`src/hdl/asrb_pkg.sv`:
```
// constants, register map and state types of the sensor register bank
package asrb_pkg;

  localparam int unsigned CLK_PERIOD_NS = 10;
  localparam int unsigned MEMCHK_TIME_NS = 85000;

  localparam logic [5:0] ADDR_REVISION = 6'h00;
  localparam logic [5:0] ADDR_CONTROL = 6'h01;
  localparam logic [5:0] ADDR_STATUS = 6'h02;
  localparam logic [5:0] ADDR_RESET_KEY = 6'h03;
  localparam logic [5:0] ADDR_TEMP_LOW = 6'h12;
  localparam logic [5:0] ADDR_TEMP_HIGH = 6'h13;
  localparam logic [5:0] ADDR_ALARM = 6'h16;
  localparam logic [5:0] ADDR_PART = 6'h27;

  localparam int unsigned CTRL_POR = 6;
  localparam int unsigned CTRL_PDOWN = 5;
  localparam int unsigned CTRL_SLEEP = 4;
  localparam int unsigned CTRL_SELF = 3;
  localparam int unsigned CTRL_MEM = 2;
  localparam int unsigned CTRL_OPT = 1;
  localparam logic [7:0] CTRL_RST_MULTI = 8'h44;
  localparam logic [7:0] CTRL_RST_SINGLE = 8'h4c;

  localparam int unsigned ALARM_OVER = 7;
  localparam int unsigned ALARM_GRAV = 6;
  localparam int unsigned ALARM_CONT = 5;

  localparam logic [7:0] KEY_FIRST = 8'h0c;
  localparam logic [7:0] KEY_SECOND = 8'h05;
  localparam logic [7:0] KEY_THIRD = 8'h0f;

  localparam logic [4:0] FRAME_BITS = 5'h10;
  localparam logic [4:0] CAP_COUNT = 5'h06;
  localparam logic [4:0] COUNT_MAX = 5'h1f;
  localparam logic [15:0] TEMP_RST = 16'h0000;

  typedef enum logic [2:0] {
    KEY_IDLE = 3'b001,
    KEY_GOT1 = 3'b010,
    KEY_GOT2 = 3'b100
  } asrb_key_t;

  typedef struct packed {
    logic sck;
    logic csb;
    logic mosi;
  } asrb_spi_in_t;

  typedef struct packed {
    logic sck_m;
    logic sck_s;
    logic sck_d;
    logic csb_m;
    logic csb_s;
    logic csb_d;
    logic mosi_m;
    logic mosi_s;
    logic in_frame;
    logic frame_blocked;
    logic [4:0] bitcnt;
    logic [4:0] fallcnt;
    logic [15:0] rx;
    logic [15:0] resp;
    logic miso;
    logic miso_oe_n;
    logic [7:0] ctrl;
    logic framing_fault;
    logic checksum_fault;
    logic [7:0] alarm;
    logic [7:0] temp_lat;
    logic [7:0] key_reg;
    asrb_key_t key_stage;
    logic [7:0] part;
    logic part_loaded;
    logic [13:0] mem_cnt;
    logic soft_reset;
  } asrb_state_t;

endpackage

```
`src/hdl/asrb_top.sv`:
```
// register bank with spi slave port of the accelerometer interface chip
`timescale 1ns/1ps
`default_nettype none

////////////////////////////////////////////////////////////////////////////////
// Functional notes
// - reading temperature high byte latches low byte for the next read
// - single-axis: temperature is two's complement in bits 13:0
// - multi-axis: temperature is unsigned in bits 13:1
// - status bit 2 mirrors analog test mode, read-only, resets to 0
// - status bit 1 is checksum fault; multi-axis also raises frame self-test bit
// - status bit 0 is frame error, held until next good frame, also in frame
// - alarm bit 7 flags saturation, mirrored in frame, needs acknowledge
// - alarm bit 6 flags gravity self-test failure and raises frame self-test bit
// - alarm bit 5 flags continuous self-test failure and raises frame self-test bit
// - alarm flags stay set until alarm register is read
// - control bit 6 set only by power-up, cleared by writing 0, frame bit 13
// - control bit 5 set puts the chip into power-down
// - sleep refused when power-down is set or being set
// - multi-axis: continuous self-test refused under power-down, sleep or memory test
// - single-axis: deflection self-test, self clearing, refused under power-down, runs at start
// - memory test self clears, blocks serial access 85us, runs at start
// - multi-axis: gravity self-test refused under power-down, sleep or memory test
// - single-axis: control bit 1 picks deflection direction
// - reset key values 0x0c, 0x05, 0x0f in order reset the component
// - revision register is read-only fixed code
// - part code loads from nvm, writable, top bit shows multi-axis
// - response header carries frame error, power-up, self-test, saturation bits
// - writes commit only at chip select rise and only for valid frames
// - reserved addresses read as zero
module asrb_top #(
  parameter bit MULTI_AXIS = 1'b1,
  parameter int unsigned MEMCHK_TIME_NS = asrb_pkg::MEMCHK_TIME_NS,
  parameter logic [7:0] REVISION_CODE = 8'h5a // arbitrary value
) (
  input wire logic clk_sys,
  input wire logic rstn,
  input wire logic clk_en,
  input wire asrb_pkg::asrb_spi_in_t spi_in,
  output logic spi_miso,
  output logic spi_miso_oe_n,
  input wire logic [13:0] temp_raw,
  input wire logic analog_check_active,
  input wire logic checksum_bad,
  input wire logic over_range_event,
  input wire logic gravity_fail_event,
  input wire logic continuous_fail_event,
  input wire logic selfcheck_done,
  input wire logic [7:0] nvm_part_code,
  output logic power_up_flag,
  output logic power_down_request,
  output logic sleep_mode,
  output logic selfcheck_trigger,
  output logic memory_check_go,
  output logic selfcheck_option,
  output logic soft_reset
);

  // least time, rounded up to whole cycles
  localparam int unsigned MEM_CYCLES = (MEMCHK_TIME_NS + asrb_pkg::CLK_PERIOD_NS - 1) / asrb_pkg::CLK_PERIOD_NS;
  localparam logic [13:0] MEM_LAST = 14'(MEM_CYCLES - 1);
  localparam logic [7:0] CTRL_RST = MULTI_AXIS ? asrb_pkg::CTRL_RST_MULTI : asrb_pkg::CTRL_RST_SINGLE;
  localparam asrb_pkg::asrb_state_t RST_STATE = '{
    csb_m: 1'b1, csb_s: 1'b1, csb_d: 1'b1, miso_oe_n: 1'b1,
    ctrl: CTRL_RST, key_stage: asrb_pkg::KEY_IDLE, default: '0};

  asrb_pkg::asrb_state_t st;
  asrb_pkg::asrb_state_t next_st;

  ////////////////////////////////////////////////////////////////////////////////
  // edge detection and read path
  logic sck_rise;
  logic sck_fall;
  logic csb_dn;
  logic csb_up;
  logic cap;
  logic [5:0] cap_addr;
  logic cap_rw;
  logic [15:0] temp_word;
  logic [7:0] rd_data;
  logic st_bit;
  logic sat_bit;
  logic frame_ok;

  assign sck_rise = st.sck_s & ~st.sck_d;
  assign sck_fall = ~st.sck_s & st.sck_d;
  assign csb_dn = ~st.csb_s & st.csb_d;
  assign csb_up = st.csb_s & ~st.csb_d;
  assign cap = clk_en & sck_rise & st.in_frame & ~st.csb_s & ~st.frame_blocked & (st.bitcnt == asrb_pkg::CAP_COUNT);
  assign cap_addr = st.rx[5:0];
  assign cap_rw = st.mosi_s;
  // multi-axis unsigned 13:1, single-axis signed 13:0 with sign copied up
  assign temp_word = MULTI_AXIS ? {2'b00, temp_raw[12:0], 1'b0} : {{2{temp_raw[13]}}, temp_raw};
  assign st_bit = MULTI_AXIS & (st.checksum_fault | st.alarm[asrb_pkg::ALARM_GRAV] | st.alarm[asrb_pkg::ALARM_CONT]);
  assign sat_bit = MULTI_AXIS & st.alarm[asrb_pkg::ALARM_OVER];
  assign frame_ok = (st.bitcnt == asrb_pkg::FRAME_BITS) & (^st.rx[15:8]);

  always_comb begin
    case (cap_addr)
      asrb_pkg::ADDR_REVISION: rd_data = REVISION_CODE;
      asrb_pkg::ADDR_CONTROL: rd_data = st.ctrl;
      asrb_pkg::ADDR_STATUS: rd_data = {5'h00, analog_check_active, st.checksum_fault, st.framing_fault};
      asrb_pkg::ADDR_RESET_KEY: rd_data = st.key_reg;
      asrb_pkg::ADDR_TEMP_LOW: rd_data = st.temp_lat;
      asrb_pkg::ADDR_TEMP_HIGH: rd_data = temp_word[15:8];
      asrb_pkg::ADDR_ALARM: rd_data = MULTI_AXIS ? st.alarm : 8'h00;
      asrb_pkg::ADDR_PART: rd_data = st.part;
      default: rd_data = 8'h00;
    endcase
  end

  ////////////////////////////////////////////////////////////////////////////////
  // next state
  always_comb begin
    logic [7:0] w;
    logic pd_blk;
    logic sl_blk;
    logic self_blk;
    logic do_soft;
    w = st.rx[7:0];
    pd_blk = st.ctrl[asrb_pkg::CTRL_PDOWN] | w[asrb_pkg::CTRL_PDOWN];
    sl_blk = pd_blk | st.ctrl[asrb_pkg::CTRL_SLEEP] | w[asrb_pkg::CTRL_SLEEP];
    self_blk = MULTI_AXIS ? (sl_blk | st.ctrl[asrb_pkg::CTRL_MEM] | w[asrb_pkg::CTRL_MEM]) : pd_blk;
    do_soft = 1'b0;
    next_st = st;
    next_st.soft_reset = 1'b0;
    next_st.sck_m = spi_in.sck;
    next_st.sck_s = st.sck_m;
    next_st.sck_d = st.sck_s;
    next_st.csb_m = spi_in.csb;
    next_st.csb_s = st.csb_m;
    next_st.csb_d = st.csb_s;
    next_st.mosi_m = spi_in.mosi;
    next_st.mosi_s = st.mosi_m;

    // part code is taken once after reset; the msb names the variant
    if (!st.part_loaded) begin
      next_st.part = {MULTI_AXIS, nvm_part_code[6:0]};
      next_st.part_loaded = 1'b1;
    end

    // memory test: runs at start and on request, result lands in checksum flag
    if (st.ctrl[asrb_pkg::CTRL_MEM]) begin
      if (st.mem_cnt == MEM_LAST) begin
        next_st.ctrl[asrb_pkg::CTRL_MEM] = 1'b0;
        next_st.mem_cnt = 14'h0000;
        next_st.checksum_fault = checksum_bad;
      end else begin
        next_st.mem_cnt = st.mem_cnt + 14'h0001;
      end
    end

    if (selfcheck_done) begin
      if (MULTI_AXIS) begin
        next_st.ctrl[asrb_pkg::CTRL_OPT] = 1'b0;
      end else begin
        next_st.ctrl[asrb_pkg::CTRL_SELF] = 1'b0;
      end
    end

    // frame start: access refused while the memory test runs
    if (csb_dn) begin
      next_st.in_frame = 1'b1;
      next_st.frame_blocked = st.ctrl[asrb_pkg::CTRL_MEM];
      next_st.bitcnt = 5'h00;
      next_st.fallcnt = 5'h00;
      next_st.resp = {1'b0, st.framing_fault, st.ctrl[asrb_pkg::CTRL_POR], st_bit, sat_bit,
                      1'b0, 1'b1, 1'b0, 8'h00};
    end

    if (st.in_frame && !st.csb_s) begin
      if (sck_rise) begin
        next_st.rx = {st.rx[14:0], st.mosi_s};
        if (st.bitcnt != asrb_pkg::COUNT_MAX) begin
          next_st.bitcnt = st.bitcnt + 5'h01;
        end
      end
      if (sck_fall && st.fallcnt != asrb_pkg::COUNT_MAX) begin
        next_st.fallcnt = st.fallcnt + 5'h01;
      end
    end

    // address known after seven bits: data and its parity go out next
    if (cap) begin
      next_st.resp[8:0] = {~^rd_data, rd_data};
      if (!cap_rw && cap_addr == asrb_pkg::ADDR_TEMP_HIGH) begin
        next_st.temp_lat = temp_word[7:0];
      end
      if (!cap_rw && cap_addr == asrb_pkg::ADDR_ALARM) begin
        next_st.alarm = 8'h00;
      end
    end

    // frame end: commit writes of good frames only
    if (csb_up && st.in_frame) begin
      next_st.in_frame = 1'b0;
      if (!st.frame_blocked) begin
        next_st.framing_fault = ~frame_ok;
        if (frame_ok && st.rx[9]) begin
          case (st.rx[15:10])
            asrb_pkg::ADDR_CONTROL: begin
              next_st.ctrl[7] = 1'b0;
              next_st.ctrl[asrb_pkg::CTRL_POR] = st.ctrl[asrb_pkg::CTRL_POR] & w[asrb_pkg::CTRL_POR];
              next_st.ctrl[asrb_pkg::CTRL_PDOWN] = w[asrb_pkg::CTRL_PDOWN];
              next_st.ctrl[asrb_pkg::CTRL_SLEEP] = w[asrb_pkg::CTRL_SLEEP] & (st.ctrl[asrb_pkg::CTRL_SLEEP] | ~pd_blk);
              next_st.ctrl[asrb_pkg::CTRL_SELF] = w[asrb_pkg::CTRL_SELF] & (st.ctrl[asrb_pkg::CTRL_SELF] | ~self_blk);
              next_st.ctrl[asrb_pkg::CTRL_MEM] = w[asrb_pkg::CTRL_MEM] & ~sl_blk;
              next_st.ctrl[asrb_pkg::CTRL_OPT] = MULTI_AXIS ?
                (w[asrb_pkg::CTRL_OPT] & (st.ctrl[asrb_pkg::CTRL_OPT] | ~self_blk)) : w[asrb_pkg::CTRL_OPT];
              next_st.ctrl[0] = 1'b0;
              next_st.mem_cnt = 14'h0000;
            end
            asrb_pkg::ADDR_RESET_KEY: begin
              next_st.key_reg = w;
              // a wrong value restarts matching, a first value restarts it at once
              case (st.key_stage)
                asrb_pkg::KEY_IDLE: next_st.key_stage = (w == asrb_pkg::KEY_FIRST) ? asrb_pkg::KEY_GOT1 : asrb_pkg::KEY_IDLE;
                asrb_pkg::KEY_GOT1: next_st.key_stage = (w == asrb_pkg::KEY_SECOND) ? asrb_pkg::KEY_GOT2 :
                  ((w == asrb_pkg::KEY_FIRST) ? asrb_pkg::KEY_GOT1 : asrb_pkg::KEY_IDLE);
                asrb_pkg::KEY_GOT2: begin
                  if (w == asrb_pkg::KEY_THIRD) begin
                    do_soft = 1'b1;
                  end else begin
                    next_st.key_stage = (w == asrb_pkg::KEY_FIRST) ? asrb_pkg::KEY_GOT1 : asrb_pkg::KEY_IDLE;
                  end
                end
                default: next_st.key_stage = asrb_pkg::KEY_IDLE;
              endcase
            end
            asrb_pkg::ADDR_PART: next_st.part = w;
            default: next_st.part = next_st.part;
          endcase
        end
      end
    end

    // events win over the acknowledge in the same cycle
    if (MULTI_AXIS) begin
      next_st.alarm[asrb_pkg::ALARM_OVER] = next_st.alarm[asrb_pkg::ALARM_OVER] | over_range_event;
      next_st.alarm[asrb_pkg::ALARM_GRAV] = next_st.alarm[asrb_pkg::ALARM_GRAV] | gravity_fail_event;
      next_st.alarm[asrb_pkg::ALARM_CONT] = next_st.alarm[asrb_pkg::ALARM_CONT] | continuous_fail_event;
    end

    // key reset keeps the pin synchronisers and the power-up flag
    if (do_soft) begin
      next_st = RST_STATE;
      next_st.sck_m = spi_in.sck;
      next_st.sck_s = st.sck_m;
      next_st.sck_d = st.sck_s;
      next_st.csb_m = spi_in.csb;
      next_st.csb_s = st.csb_m;
      next_st.csb_d = st.csb_s;
      next_st.mosi_m = spi_in.mosi;
      next_st.mosi_s = st.mosi_m;
      next_st.ctrl[asrb_pkg::CTRL_POR] = st.ctrl[asrb_pkg::CTRL_POR];
      next_st.soft_reset = 1'b1;
    end

    // miso follows the falling-edge count; released outside frames and in frames blocked by the memory test
    next_st.miso_oe_n = ~(next_st.in_frame & ~next_st.frame_blocked);
    next_st.miso = (next_st.in_frame && next_st.fallcnt < asrb_pkg::FRAME_BITS) ?
      next_st.resp[4'hf - next_st.fallcnt[3:0]] : 1'b0;
  end

  always_ff @(posedge clk_sys or negedge rstn) begin
    if (!rstn) begin
      st <= RST_STATE;
    end else if (clk_en) begin
      st <= next_st;
    end
  end

  assign spi_miso = st.miso;
  assign spi_miso_oe_n = st.miso_oe_n;
  assign power_up_flag = st.ctrl[asrb_pkg::CTRL_POR];
  assign power_down_request = st.ctrl[asrb_pkg::CTRL_PDOWN];
  assign sleep_mode = st.ctrl[asrb_pkg::CTRL_SLEEP];
  assign selfcheck_trigger = st.ctrl[asrb_pkg::CTRL_SELF];
  assign memory_check_go = st.ctrl[asrb_pkg::CTRL_MEM];
  assign selfcheck_option = st.ctrl[asrb_pkg::CTRL_OPT];
  assign soft_reset = st.soft_reset;
endmodule

`default_nettype wire

```
`config.mk`:
```
export PLATFORM = sky130hd
export DESIGN_NAME = asrb_top
export DESIGN_NICKNAME = d
export VERILOG_FILES = /design/src/hdl/asrb_pkg.sv /design/src/hdl/asrb_top.sv
export SDC_FILE = /design/constraint.sdc
export NUM_CORES = 1
export LEC_CHECK = 0
export BUFFER_PORTS_ARGS = -buffer_cell sky130_fd_sc_hd__buf_2
export CAP_MARGIN = 30
export CORE_UTILIZATION = 50
export DETAILED_ROUTE_END_ITERATION = 7
export PLACE_DENSITY = 0.71
export SLEW_MARGIN = 20
export SYNTH_ARGS = -nofsm -noshare
export SYNTH_HDL_FRONTEND = slang
export SYNTH_SLANG_ARGS = --single-unit
```
`constraint.sdc`:
```
create_clock -name clk_sys -period 5.5 [get_ports clk_sys]
set_input_delay 0.55 -clock clk_sys [delete_from_list [all_inputs] [get_ports clk_sys]]
set_output_delay 0.55 -clock clk_sys [all_outputs]
set_load 0.02 [all_outputs]
```
After elaboration in Yosys (flattened, before gate mapping)
Index checks and enable logic that the tools add are counted.
- input port bits: 34
- logic and storage cells: 180
- bits in registers: 115
- reductions and logical operators: 32
- $lt $le $gt $ge: 2
- equal/unequal tests: 23
- mux-type cells: 48
- bitwise gates (word level): 41
- $add $sub $neg: 4
- operators by type and width (cell ; count):
    107-bit 2-to-1 mux ; 1
    14-bit 2-to-1 mux ; 6
    8-bit one-hot mux with 8 select lines ; 1
    19-bit 2-to-1 mux ; 3
    16-bit 2-to-1 mux ; 3
    8-bit 2-to-1 mux ; 5
    9-bit 2-to-1 mux ; 4
    26-bit 2-to-1 mux ; 1
    2-bit nonzero test ; 11
    6-bit by 2-bit equality test with 1-bit output (second input constant) ; 3
    6-bit by 5-bit equality test with 1-bit output (second input constant) ; 3
    1-bit bitwise AND ; 16
    8-bit by 4-bit equality test with 1-bit output (second input constant) ; 2
    5-bit 2-to-1 mux ; 3
    3-bit AND reduction ; 5
    14-bit by 1-bit adder with 14-bit output (second input constant) ; 1
    14-bit equality test (second input constant) ; 1
    1-bit 2-to-1 mux ; 14
    1-bit OR ; 13
    6-bit by 1-bit equality test with 1-bit output (second input constant) ; 2
    6-bit equality test (second input constant) ; 2
    12-bit 2-to-1 mux ; 1
    1-bit inverter ; 12
    6-bit AND reduction ; 2
    other kinds (24) ; 35

Longest topological paths before layout
- word-level depth: 17
- mapped depth: 12

Worst setup path after synthesis
Ideal clock, no wire load.
- path type: flip-flop to flip-flop
- start: register st[95] (netlist name)
- end: register st (netlist bit spi_miso)
- period minus slack after synthesis: 3.025 ns
- library setup time: 0.139 ns
- stages on the path, launching flop included: 13
- buffers on the path: 2
- required time: 5.361 ns
- slack: 2.475 ns
- arrival: 2.886 ns
- path through: dfrtp_1 > ha_1 > and3_1 > ha_1 > clkbuf_1 > or3_1 > clkbuf_1 > nand2_2 > mux2_2 > a31oi_1 > a22oi_1 > a2111oi_2 > o32ai_1
- longest elaborated chain between the ends: 9
- elaborated cells on any way between the ends: 13
- those cells by class: add/sub: 2; order compare: 1; eq/ne: 1; mux: 7; reduce/logical: 2
- ends and longest elaborated chain (item ; line ; source):
    start: declaration ; asrb_top.sv:67 ; asrb_pkg::asrb_state_t st;
    start signal: assignment ; asrb_top.sv:269 ; st <= next_st;
    parallel branches: the longest is 3 deep, another holds 5-bit by 1-bit adder with 5-bit output ; -- ;
    26-bit 2-to-1 mux * ; asrb_top.sv:171 ; if (st.in_frame && !st.csb_s) begin
    107-bit 2-to-1 mux * ; asrb_top.sv:245 ; if (do_soft) begin
    4-bit subtractor ; asrb_top.sv:262 ; next_st.resp[4'hf - next_st.fallcnt[3:0]] : 1'b0;
    1-bit binary-select mux with 4-bit select ; asrb_top.sv:262 ;
    1-bit 2-to-1 mux (not written as such) ; asrb_top.sv:262 ;
    1-bit 2-to-1 mux * ; asrb_top.sv:261 ; next_st.miso = (next_st.in_frame && next_st.fallcnt < asrb_pkg::FRAME_BITS) ?
Every way passes the cells marked *. The select of a mux whose other input is x is not followed.
A chain may end at the register's enable or synchronous reset.

Worst setup path in the final report
- start: register st (netlist bit cap_addr[4])
- end: register st[4] (netlist name)
- longest elaborated chain between the ends: 8
- ends and longest elaborated chain (item ; line ; source):
    8-bit by 4-bit equality test with 1-bit output ; asrb_top.sv:221 ; if (w == asrb_pkg::KEY_THIRD) begin
    1-bit 2-to-1 mux ; asrb_top.sv:221 ;
    1-bit 2-to-1 mux ; asrb_top.sv:216 ; case (st.key_stage)
    1-bit 2-to-1 mux ; asrb_top.sv:200 ; case (st.rx[15:10])
    1-bit 2-to-1 mux ; asrb_top.sv:199 ; if (frame_ok && st.rx[9]) begin
    1-bit 2-to-1 mux ; asrb_top.sv:197 ; if (!st.frame_blocked) begin
    1-bit 2-to-1 mux ; asrb_top.sv:195 ; if (csb_up && st.in_frame) begin
    107-bit 2-to-1 mux ; asrb_top.sv:245 ;
No other way between the ends.

==> impl_metrics.json <==
{
  "path_cells": "or4_4 > nor4_2 > nand4_1 > nand2_1 > or3_1 > o21ai_0 > nand2_1 > o21ai_0",
  "top_register": "st",
  "area_growth_pct": 10.1,
  "p_per_area_mw_per_mm2": 289,
  "antenna_cells": 0,
  "yosysSeqAreaShare": 0.433,
  "ctsHoldBuffers": 0,
  "worstSkewPairLatency_ns": 0.35,
  "die_x_um": 113,
  "firstDrtPassIters": 7,
  "row_count": 40,
  "worst_hold_path_type": "in2async",
  "wl_um": 15900,
  "netlist_instances": 669,
  "hold_viol": 0,
  "critPathLaunchType": "register",
  "pwr-share-seq": 0.467,
  "worst_slew_pin_slew_ns": 0.857,
  "grt_pass1_vias": 5287,
  "grt_pass1_wl_um": 26700,
  "slowest_stage": "or4_4",
  "finalPower_mw": 1.97,
  "p_int_mw": 1.44,
  "status": "complete, no violations",
  "layout.nets": 732,
  "grt_overflow": 0,
  "grt_max_degree": 60,
  "final_common_cell": "nand2_1",
  "syn_area_mm2": 0.00620,
  "synth_edf_count": 0,
  "wire_per_inst_um": 18.6,
  "via_count": 5366,
  "setup_viol": 0,
  "start_util": 0.514,
  "syn_nets": 716,
  "cts_inserted_buffers": 9,
  "cts_max_path_buffers": 2,
  "drive_gt1_frac": 0.148,
  "maxSlewHeadroom": 0.428,
  "io_pins": 43,
  "core_mm2": 0.0121,
  "path_max_fanout": 21,
  "clk_pin_slew_ns": 0.07,
  "synth.avg_cell_area_um2": 9.27,
  "drt_drc_violations_left": 0,
  "ys_warn_count": 0,
  "port_buffers": 40,
  "fin_util": 0.566,
  "critical_path_class": "reg2reg",
  "clkPwrFrac": 0.378,
  "layout_min_cycle_time_ns": 3.52,
  "drtIter0Drc": 634,
  "fin_crit_sh": 0.640,
  "cts-root-buf": "clkbuf_16",
  "hold_ws_ns": 0.224,
  "switching_share": 0.269,
  "finalMaxSlewViolations": 0,
  "ys_ff_latch": 107,
  "slowest_delay_ns": 0.67,
  "grt.total_usage": 0.265,
  "critPathRequiredTime_ns": 5.71,
  "antenna_found_initial": 0,
  "ir_worst_vdd_mv": 0.260,
  "post-cts-setup-buffers": 0,
  "power.switching_mw": 0.531,
  "htreeDepth": 3,
  "combPwrFrac": 0.155,
  "async_reset_ff_frac": 1.00,
  "clock-sinks": 107,
  "rsz0062_at_grt": "no",
  "cap_violations": 0,
  "cp-end-kind": "register",
  "routed_via_density": 6.25,
  "setup_tns_ns": 0,
  "fin_skew_ns": 0.00730,
  "dp_hpwl_um": 10900,
  "gp_congestion": 0.893,
  "synth_cell_types": 72,
  "cts_tree": "built",
  "die_area_mm2": 0.0128,
  "max_freq_mhz": 284,
  "largest_reg_flops": 90,
  "worstPathArrival_ns": 3.73,
  "ctsResizeCount": 0,
  "p_leak_nw": 2.86,
  "synth_ff_type": "dfrtp_1",
  "final_cell_mix": "106 x nand2_1, 100 x dfrtp_1, 76 x o21ai_0, 39 x buf_2, 27 x a22o_1",
  "ant_nets": 0,
  "chipHeight_um": 113
}
[worst paths after layout]
path / cells past startpoint / to / slack [ns] / startpoint
worst max-delay path: 8 / st[4]$_DFFE_PN0P_ / 1.98 / cap_addr[4]$_DFFE_PN0P_
worst min-delay path: 1 / st[10]$_DFFE_PN0P_ / 0.22 / rstn
worst max register to register: 8 / st[4]$_DFFE_PN0P_ / 1.98 / cap_addr[4]$_DFFE_PN0P_
worst min register to register: 2 / st[34]$_DFFE_PN0P_ / 0.46 / st[34]$_DFFE_PN0P_
max in group asynchronous: 2 / st[34]$_DFFE_PN0P_ / 4.08 / rstn
min in group clk_sys: 2 / sat_bit$_DFFE_PN0P_ / 0.41 / over_range_event
[stage by stage]
stage               setup WS, ns  instance area, um^2  cells
floorplan                   2.48                 6200    669
global placement            2.15                 6480    842
detailed placement          2.07                 6480    842
CTS                         2.07                 6820    858
global route                1.75                 6820    858
finish                      1.98                 6820    858
[layout make-up]
class                   instances  area, um^2
fillers                      1086        5240
flip-flops and latches        107        2690
clock inverters                 4        97.6
well taps                     168         210
inverters                      21        78.8
multi-input cells             500        3260
repair buffers                 46         248
clock buffers                  12         246
[cell usage after synthesis (11+ instances only)]
cell / count / area share
nand3_1: 23 / 0.019
a22o_1: 27 / 0.038
and3_1: 11 / 0.011
nor3_1: 14 / 0.011
nor2_1: 23 / 0.014
ha_1: 13 / 0.026
nor4_1: 12 / 0.012
buf_2: 11 / 0.0089
mux2_2: 17 / 0.031
inv_1: 21 / 0.013
mux2i_1: 18 / 0.029
clkbuf_1: 25 / 0.015
nand2b_1: 12 / 0.012
o21ai_0: 77 / 0.062
dfrtp_1: 100 / 0.40
a21oi_1: 11 / 0.0089
nand2_1: 106 / 0.064
[logic make-up after synthesis]
logic type | count (synthesis) | synth area share
AO/OA/AOI/OAI | 178 | 0.194
XOR/XNOR | 14 | 0.0242
adder cells (fa/ha/maj) | 13 | 0.0262
buffers and inverters | 62 | 0.0424
flip-flops | 107 | 0.433
multiplexers | 36 | 0.0636
AND/OR/NAND/NOR | 259 | 0.216
[critical path, delay by kind of cell, from the launching register on]
family,cells,cell delay [ns]
flip-flops,1,0.66
AND/OR/NAND/NOR,6,2.44
AO/OA/AOI/OAI,2,0.27
[power by group through the flow]
stage,Sequential (mW),Clock [mW],Combinational [mW]
after global routing,0.929,0.794,0.340
after CTS,0.919,0.761,0.306
after floorplan,0.903,0,0.231
after detailed placement,0.932,0,0.306
after global placement,0.931,0,0.298
final,0.921,0.744,0.305
[metal layers]
metal	GRT usage	share of wire	vias up
met5	0	0	-
met4	0.0842	0.021	0
met3	0.0632	0.066	27
met2	0.418	0.46	187
met1	0.361	0.45	2674
li1	-	-	2478
No activity file was read; power rests on OpenSTA's default activity.
